$ cat src/hw/pfsac_consts.svh
// constants for the program flash self-access control block
// assumes a 12-bit special-function register address space on the core
`ifndef PFSAC_CONSTS_SVH
`define PFSAC_CONSTS_SVH
`define PFSAC_ADDR_CTRL     12'hFA6
`define PFSAC_ADDR_UNLOCK   12'hFA7
`define PFSAC_ADDR_LATCH    12'hFF5
`define PFSAC_BIT_PSEL      7
`define PFSAC_BIT_CSEL      6
`define PFSAC_BIT_RSVD      5
`define PFSAC_BIT_ERASE     4
`define PFSAC_BIT_ABORT     3
`define PFSAC_BIT_PERMIT    2
`define PFSAC_BIT_WLAUNCH   1
`define PFSAC_BIT_RLAUNCH   0
`define PFSAC_KEY_FIRST     8'h55
`define PFSAC_KEY_SECOND    8'hAA
`define PFSAC_CTRL_RESET    8'h00
`define PFSAC_NOP_WORD      16'h0000
`define PFSAC_PROG_TIME_US  2000
`define PFSAC_CLK_MHZ       125
`define PFSAC_HOLD_BYTES    8
`endif

$ cat src/hw/pfsac_pkg.sv
// types shared by the flash self-access control block
// assumes nothing beyond a SystemVerilog compiler
package pfsac_pkg;
	typedef enum logic [1:0] {SPACE_EEPROM, SPACE_PROGRAM, SPACE_CONFIG} pfsac_space_e;
	typedef struct packed {
		logic        wr;
		logic        rd;
		logic [11:0] addr;
		logic [7:0]  wdata;
	} pfsac_sfr_req_s;
	typedef struct packed {
		logic        rd;
		logic        wr;
		logic [21:0] ptr;
	} pfsac_tbl_req_s;
	typedef struct packed {
		logic         start;
		logic         erase;
		pfsac_space_e space;
		logic [21:0]  addr;
		logic [63:0]  data;
	} pfsac_cmd_s;
endpackage

$ cat src/hw/pfsac_ctrl.sv
// flash self-access control: control register, unlock port, table latch,
// holding registers, programming timer and fetch stall
// assumes core-side inputs are on mclk_in; flash array answers a read one cycle later
`include "pfsac_consts.svh"
module pfsac_ctrl
	import pfsac_pkg::*;
#(
	parameter int PROG_TIME_US = `PFSAC_PROG_TIME_US,
	parameter int PROG_CYCLES  = PROG_TIME_US * `PFSAC_CLK_MHZ
)
(
	input  wire logic           mclk_in,
	input  wire logic           rst_in,
	input  wire logic           abort_rst_in,
	input  wire pfsac_sfr_req_s sfr_req_in,
	output logic [7:0]          sfr_rdata_out,
	input  wire pfsac_tbl_req_s tbl_req_in,
	input  wire logic [15:0]    flash_word_in,
	output logic [20:0]         flash_word_addr_out,
	input  wire logic [15:0]    fetch_word_in,
	input  wire logic           fetch_invalid_in,
	output logic [15:0]         insn_out,
	output logic                stall_out,
	output pfsac_cmd_s          cmd_out,
	output logic                ee_read_out,
	output logic [1:0]          target_out,
	input  wire logic           done_clr_in,
	output logic                nvm_done_flag_out
);
	typedef enum {UNL_IDLE, UNL_GOT55, UNL_ARMED} pfsac_unl_e;
	typedef logic [7:0] pfsac_byte_t;

	// true when the request is a write to the given register
	function automatic logic sfr_hit(input pfsac_sfr_req_s r, input logic [11:0] a);
		sfr_hit = r.wr && (r.addr == a);
	endfunction

	////////////////////////////////////////////////////////////////////////////
	// state
	logic [7:0]       ctrl_reg, ctrl_next;
	pfsac_byte_t      latch_reg, latch_next;
	pfsac_byte_t      hold_reg [`PFSAC_HOLD_BYTES];
	pfsac_byte_t      hold_next [`PFSAC_HOLD_BYTES];
	pfsac_unl_e       unl_reg, unl_next;
	logic [31:0]      count_reg, count_next;
	logic             busy_reg, busy_next;
	logic             rdpend_reg, rdpend_next;
	logic             rdodd_reg, rdodd_next;
	logic [20:0]      waddr_reg, waddr_next;
	logic [7:0]       rdata_reg, rdata_next;
	logic             done_reg, done_next;
	pfsac_cmd_s       cmd_reg, cmd_next;
	logic             eerd_reg, eerd_next;
	pfsac_space_e     space;
	logic             launch_ok;
	logic             finish;

	// target decode: config select overrides program select
	always_comb
	begin
		if (ctrl_reg[`PFSAC_BIT_CSEL])
			space = SPACE_CONFIG;
		else if (ctrl_reg[`PFSAC_BIT_PSEL])
			space = SPACE_PROGRAM;
		else
			space = SPACE_EEPROM;
	end

	assign finish    = busy_reg && (count_reg == 32'd1);
	// a launch needs permit and the armed unlock state; anything else is dropped silently
	assign launch_ok = sfr_hit(sfr_req_in, `PFSAC_ADDR_CTRL) && sfr_req_in.wdata[`PFSAC_BIT_WLAUNCH]
		&& ctrl_reg[`PFSAC_BIT_PERMIT] && (unl_reg == UNL_ARMED) && !busy_reg;

	////////////////////////////////////////////////////////////////////////////
	// next-state logic for every register of the block
	always_comb
	begin
		ctrl_next   = ctrl_reg;
		latch_next  = latch_reg;
		hold_next   = hold_reg;
		unl_next    = unl_reg;
		count_next  = count_reg;
		busy_next   = busy_reg;
		rdpend_next = 1'b0;
		rdodd_next  = rdodd_reg;
		waddr_next  = waddr_reg;
		rdata_next  = 8'h00;
		done_next   = done_reg | finish;
		cmd_next    = cmd_reg;
		cmd_next.start = 1'b0;
		eerd_next   = 1'b0;
		// read launch lasts one cycle
		ctrl_next[`PFSAC_BIT_RLAUNCH] = 1'b0;
		if (done_clr_in && !finish)
			done_next = 1'b0;
		// register reads; the unlock port and unmapped addresses read zero
		if (sfr_req_in.rd)
		begin
			if (sfr_req_in.addr == `PFSAC_ADDR_CTRL)
				rdata_next = ctrl_reg & ~(8'h01 << `PFSAC_BIT_RSVD);
			else if (sfr_req_in.addr == `PFSAC_ADDR_LATCH)
				rdata_next = latch_reg;
			else
				rdata_next = 8'h00;
		end
		// control writes: launch bits are set-only, abort flag and bit 5 not writable
		if (sfr_hit(sfr_req_in, `PFSAC_ADDR_CTRL))
		begin
			ctrl_next[7:6] = sfr_req_in.wdata[7:6];
			ctrl_next[`PFSAC_BIT_ERASE]  = busy_reg ? ctrl_reg[`PFSAC_BIT_ERASE]
				: sfr_req_in.wdata[`PFSAC_BIT_ERASE];
			ctrl_next[`PFSAC_BIT_PERMIT] = sfr_req_in.wdata[`PFSAC_BIT_PERMIT];
			if (sfr_req_in.wdata[`PFSAC_BIT_RLAUNCH] && !ctrl_reg[`PFSAC_BIT_PSEL] && !busy_reg)
			begin
				ctrl_next[`PFSAC_BIT_RLAUNCH] = 1'b1;
				eerd_next = 1'b1;
			end
			// any control write consumes the unlock pair
			unl_next = UNL_IDLE;
		end
		if (launch_ok)
		begin
			ctrl_next[`PFSAC_BIT_WLAUNCH] = 1'b1;
			busy_next  = 1'b1;
			count_next = PROG_CYCLES;
			cmd_next.start = 1'b1;
			cmd_next.space = space;
			cmd_next.erase = ctrl_reg[`PFSAC_BIT_ERASE] && (space == SPACE_PROGRAM);
			// erase ignores pointer bits 5..0; there is no bulk erase command at all
			if (cmd_next.erase)
				cmd_next.addr = {tbl_req_in.ptr[21:6], 6'h00};
			else
				cmd_next.addr = {tbl_req_in.ptr[21:3], 3'h0};
			for (int i = 0; i < `PFSAC_HOLD_BYTES; i++)
				cmd_next.data[i*8 +: 8] = hold_reg[i];
		end
		// unlock port: no storage, only tracks the key pair
		if (sfr_hit(sfr_req_in, `PFSAC_ADDR_UNLOCK))
		begin
			if (sfr_req_in.wdata == `PFSAC_KEY_FIRST)
				unl_next = UNL_GOT55;
			else if (sfr_req_in.wdata == `PFSAC_KEY_SECOND && unl_reg == UNL_GOT55)
				unl_next = UNL_ARMED;
			else
				unl_next = UNL_IDLE;
		end
		// software write to the latch
		if (sfr_hit(sfr_req_in, `PFSAC_ADDR_LATCH))
			latch_next = sfr_req_in.wdata;
		// table read: fetch word, then latch the addressed byte
		if (tbl_req_in.rd && !busy_reg)
		begin
			rdpend_next = 1'b1;
			waddr_next  = tbl_req_in.ptr[21:1];
			rdodd_next  = tbl_req_in.ptr[0];
		end
		if (rdpend_reg)
			latch_next = rdodd_reg ? flash_word_in[15:8] : flash_word_in[7:0];
		// table write only lands in a holding register
		if (tbl_req_in.wr && !busy_reg)
			hold_next[tbl_req_in.ptr[2:0]] = latch_reg;
		// timer end: clear launch, and erase select after an erase
		if (busy_reg)
		begin
			count_next = count_reg - 32'd1;
			if (finish)
			begin
				busy_next = 1'b0;
				ctrl_next[`PFSAC_BIT_WLAUNCH] = 1'b0;
				if (cmd_reg.erase)
					ctrl_next[`PFSAC_BIT_ERASE] = 1'b0;
				ctrl_next[`PFSAC_BIT_ABORT] = 1'b0;
			end
		end
		// master clear or watchdog reset: selects survive so software can trace the fault
		if (abort_rst_in)
		begin
			ctrl_next[5:0] = 6'h00;
			ctrl_next[`PFSAC_BIT_ABORT] = busy_reg | ctrl_reg[`PFSAC_BIT_ABORT];
			busy_next   = 1'b0;
			count_next  = 32'd0;
			unl_next    = UNL_IDLE;
			latch_next  = 8'h00;
			rdpend_next = 1'b0;
			eerd_next   = 1'b0;
			cmd_next.start = 1'b0;
			for (int i = 0; i < `PFSAC_HOLD_BYTES; i++)
				hold_next[i] = 8'h00;
		end
		ctrl_next[`PFSAC_BIT_RSVD] = 1'b0;
	end

	////////////////////////////////////////////////////////////////////////////
	// registers; power-up clears everything including the permit bit
	always_ff @(posedge mclk_in or posedge rst_in)
	begin
		if (rst_in)
		begin
			ctrl_reg   <= `PFSAC_CTRL_RESET;
			latch_reg  <= 8'h00;
			for (int i = 0; i < `PFSAC_HOLD_BYTES; i++)
				hold_reg[i] <= 8'h00;
			unl_reg    <= UNL_IDLE;
			count_reg  <= 32'd0;
			busy_reg   <= 1'b0;
			rdpend_reg <= 1'b0;
			rdodd_reg  <= 1'b0;
			waddr_reg  <= 21'h0;
			rdata_reg  <= 8'h00;
			done_reg   <= 1'b0;
			cmd_reg    <= '0;
			eerd_reg   <= 1'b0;
		end
		else
		begin
			ctrl_reg   <= ctrl_next;
			latch_reg  <= latch_next;
			hold_reg   <= hold_next;
			unl_reg    <= unl_next;
			count_reg  <= count_next;
			busy_reg   <= busy_next;
			rdpend_reg <= rdpend_next;
			rdodd_reg  <= rdodd_next;
			waddr_reg  <= waddr_next;
			rdata_reg  <= rdata_next;
			done_reg   <= done_next;
			cmd_reg    <= cmd_next;
			eerd_reg   <= eerd_next;
		end
	end

	////////////////////////////////////////////////////////////////////////////
	// outputs; stall is combinational so fetch halts in the successor of a program-space launch cycle
	assign sfr_rdata_out       = rdata_reg;
	assign flash_word_addr_out = waddr_reg;
	assign cmd_out             = cmd_reg;
	assign ee_read_out         = eerd_reg;
	assign target_out          = space;
	assign nvm_done_flag_out   = done_reg;
	assign stall_out           = busy_reg && (cmd_reg.space == SPACE_PROGRAM);
	// invalid words still execute, but as a no-operation
	assign insn_out = fetch_invalid_in ? `PFSAC_NOP_WORD : fetch_word_in;

	////////////////////////////////////////////////////////////////////////////
	// checks
	logic [31:0] busy_len;
	always_ff @(posedge mclk_in or posedge rst_in)
	begin
		if (rst_in)
			busy_len <= 32'd0;
		else
			busy_len <= busy_reg ? busy_len + 32'd1 : 32'd0;
	end
endmodule

$ cat config.mk
export PLATFORM = sky130hd
export DESIGN_NAME = pfsac_ctrl
export DESIGN_NICKNAME = d
export VERILOG_FILES = /design/src/hw/pfsac_pkg.sv /design/src/hw/pfsac_ctrl.sv
export VERILOG_INCLUDE_DIRS = /design/src /design/src/hw
export SDC_FILE = /design/constraint.sdc
export NUM_CORES = 1
export LEC_CHECK = 0
export BUFFER_PORTS_ARGS = -buffer_cell sky130_fd_sc_hd__buf_2
export CAP_MARGIN = 5
export CORE_MARGIN = 1
export CORE_UTILIZATION = 51
export CTS_BUF_LIST = sky130_fd_sc_hd__clkbuf_4 sky130_fd_sc_hd__clkbuf_8
export CTS_CLUSTER_DIAMETER = 150
export DETAILED_ROUTE_END_ITERATION = 16
export GPL_TIMING_DRIVEN = 0
export PLACE_DENSITY = 0.76
export SYNTH_ARGS = -nofsm -noshare
export SYNTH_HDL_FRONTEND = slang
export SYNTH_SLANG_ARGS = --single-unit
$ cat constraint.sdc
create_clock -name mclk_in -period 8.15 [get_ports mclk_in]
set_clock_uncertainty 0.15 [all_clocks]
set_input_delay 1.63 -clock mclk_in [delete_from_list [all_inputs] [get_ports mclk_in]]
set_output_delay 1.63 -clock mclk_in [all_outputs]
set_load 0.005 [all_outputs]
==> run metrics <==
post-CTS sizing 0; post-synthesis sequential area ratio 56.38%; top-count cell post-synth dfrtp_1; GRT Util Overall 25.34%; DP Cell Count 1333; Die W 144.4 um; Hold Fails Final Rpt 0; post-synth top area cell dfrtp_1; Crit Path Max Fanout 10; die height 144.4 um; ANT nets after route 0; Synth cell types 57; TritonCTS clock tree done; f_max 241.9 MHz; max reg flops 87; Seq cells post-synth 233; overall routed net length 26120 um; Slew HR 33.35%; Layout Cells excl Fill 1404; Post-synth top cells dfrtp_1, mux2_2, nor2_1; CP Data Required Time 6.37 ns; H-Tree Level Count 2; FFs w/ async S/R, synth 100.0%; CORE AREA 19650 sq um; post-CTS setup repair buffer count 0; synthesized area per cell 12.30 sq um; Worst-Margin Slew 0.9907 ns; period utilization 50.72%; total CTS buffers 40; per-cell routed wire length 18.60 um; vias in the first global route 7538; Slew Viols, Final 0; post-synthesis instance area 10340 sq um; NumNets Final 1195; I/O pin count 223; crit end category output pin; initial antenna violation count 2; Primary FF master, synth dfrtp_1; Syn Inst Count 841; starting density of the core 52.62%; Peak VDD IR 130.4 uV; setup tns final 0 ns; Final setup viols 0; synth-to-layout area growth 23.32%; top cells by area, synth dfrtp_1, mux2_2, mux2i_1; RePlAce Congestion 0.8982; status finished, final reports clean; first-pass GRT wire length 40050 um; Reg clk slew, reported paths 0.06 ns; Arr. time, crit path 2.35 ns; drc violations 0; largest net degree at the start of global routing 42; Leakage 6.806 nW; IO Port Bufs 218; initial DRC count 388; Hold Path Class register to register; floorplan row count 51; Yosys top cell area share 56.38%; drt via density 5.556; worst-case clock buffer depth 3; detailed-placement wirelength estimate 18660 um; GRT overflow 0; Worst setup SP type input port; total number of vias 7801; warnings from Yosys 0; layout cells sized above 1 38.29%; Crit Path Class input port to output pin; max cap viols 0; number of flops mapped to enable cells by yosys 0; final worst path period need 4.134 ns; PwrDens 191.8 nW/um^2; First-pass DRT Iterations 5; CTS Root Cell clkbuf_8; RSZ-0062 raised after global routing no; die footprint 20850 sq um; Sink Count 233; CTS hold repair buffers 0; clk_lat worst skew 0.55 ns
logic make-up (layout without fill, tap and decap cells):
group | after synthesis | count (layout) | share of synthesized area [%]
compound gates | 96 | 96 | 6.944
xor+xnor | 5 | 5 | 0.4234
fa+ha+maj | 2 | 2 | 0.2419
buf+inv | 82 | 375 | 3.557
flops | 233 | 233 | 56.38
mux | 186 | 186 | 20.29
other cells | 1 | 6 | 0.03626
simple gates | 236 | 236 | 12.13
placed cells by master, fill, tap and decap left out, drive strengths merged, types with 3 or more instances in the layout:
| cell | instances |
|---|---|
| a211o | 5 |
| a211oi | 9 |
| a21oi | 15 |
| a221o | 3 |
| a221oi | 6 |
| a22oi | 7 |
| a31oi | 10 |
| buf | 254 |
| clkbuf | 94 |
| conb | 3 |
| dfrtp | 233 |
| diode | 3 |
| inv | 23 |
| mux2 | 114 |
| mux2i | 72 |
| nand2 | 30 |
| nand2b | 6 |
| nand3 | 16 |
| nand3b | 4 |
| nand4 | 7 |
| nand4b | 3 |
| nor2 | 81 |
| nor2b | 27 |
| nor3 | 11 |
| nor3b | 4 |
| nor4 | 19 |
| o211ai | 11 |
| o21ai | 5 |
| o311a | 6 |
| o311ai | 6 |
| or3 | 4 |
| or3b | 3 |
| or4 | 14 |
| xnor2 | 5 |
routing by layer:
metal	wire length (um)	global-route usage, %
met1	11300	34.44
met2	11980	39.04
met3	2110	6.060
met4	724	10.30
met5	0	0
final cells by class:
type	instances	area [sq um]
clock inverters	5	37.54
multi-input cells	528	4151
plain buffers	60	285.3
clock buffers	63	785.8
flip-flops and latches	233	5831
fillers	1604	6899
inverters	22	86.33
repair buffers	225	1239
diodes	3	7.507
well taps	265	331.6
worst max-delay path: stages:
cell	delay (ns)
buf_2	0.14
clkbuf_1	0.34
nor2b_1	0.10
buf_2	0.15
through the flow:
| stage | utilization [%] | power [W] | setup slack, ns | area (sq um) | hold slack (ns) |
|---|---|---|---|---|---|
| 2_1_floorplan | - | 0.001297 | 3.320 | 10350 | 0.2892 |
| 3_3_place_gp | 59.92 | 0.001370 | 1.973 | 11780 | 0.3315 |
| 3_5_place_dp | 60.67 | 0.001382 | 3.999 | 11920 | 0.3381 |
| 4_1_cts | 64.86 | 0.002474 | 3.999 | 12750 | 0.3474 |
| 5_1_grt | 64.87 | 0.002539 | 3.947 | 12750 | 0.3603 |
| 6_report | 64.90 | 0.002446 | 4.016 | 12750 | 0.3466 |
final timing paths:
path                             startpoint                      to  slack (ns)  cells after the start
setup / recovery           fetch_invalid_in             insn_out[8]        4.02                      4
hold / removal                  cmd_out[40]             cmd_out[40]        0.35                      1
setup reg to reg               count_reg[0]           count_reg[26]        5.30                      6
hold reg to reg                 cmd_out[40]             cmd_out[40]        0.35                      1
max in group asynchronous            rst_in              cmd_out[8]        6.08                      4
min in group asynchronous            rst_in  flash_word_addr_out[0]        0.97                      2
power by group:
| part | switching [W] | internal (W) | total [W] |
|---|---|---|---|
| combinational | 0.000103 | 0.0000686 | 0.000172 |
| sequential | 0.0000102 | 0.00118 | 0.00119 |
| clock | 0.000474 | 0.000612 | 0.00109 |
| total | 0.000587 | 0.00186 | 0.00245 |
(Power assumes the default switching activity.)
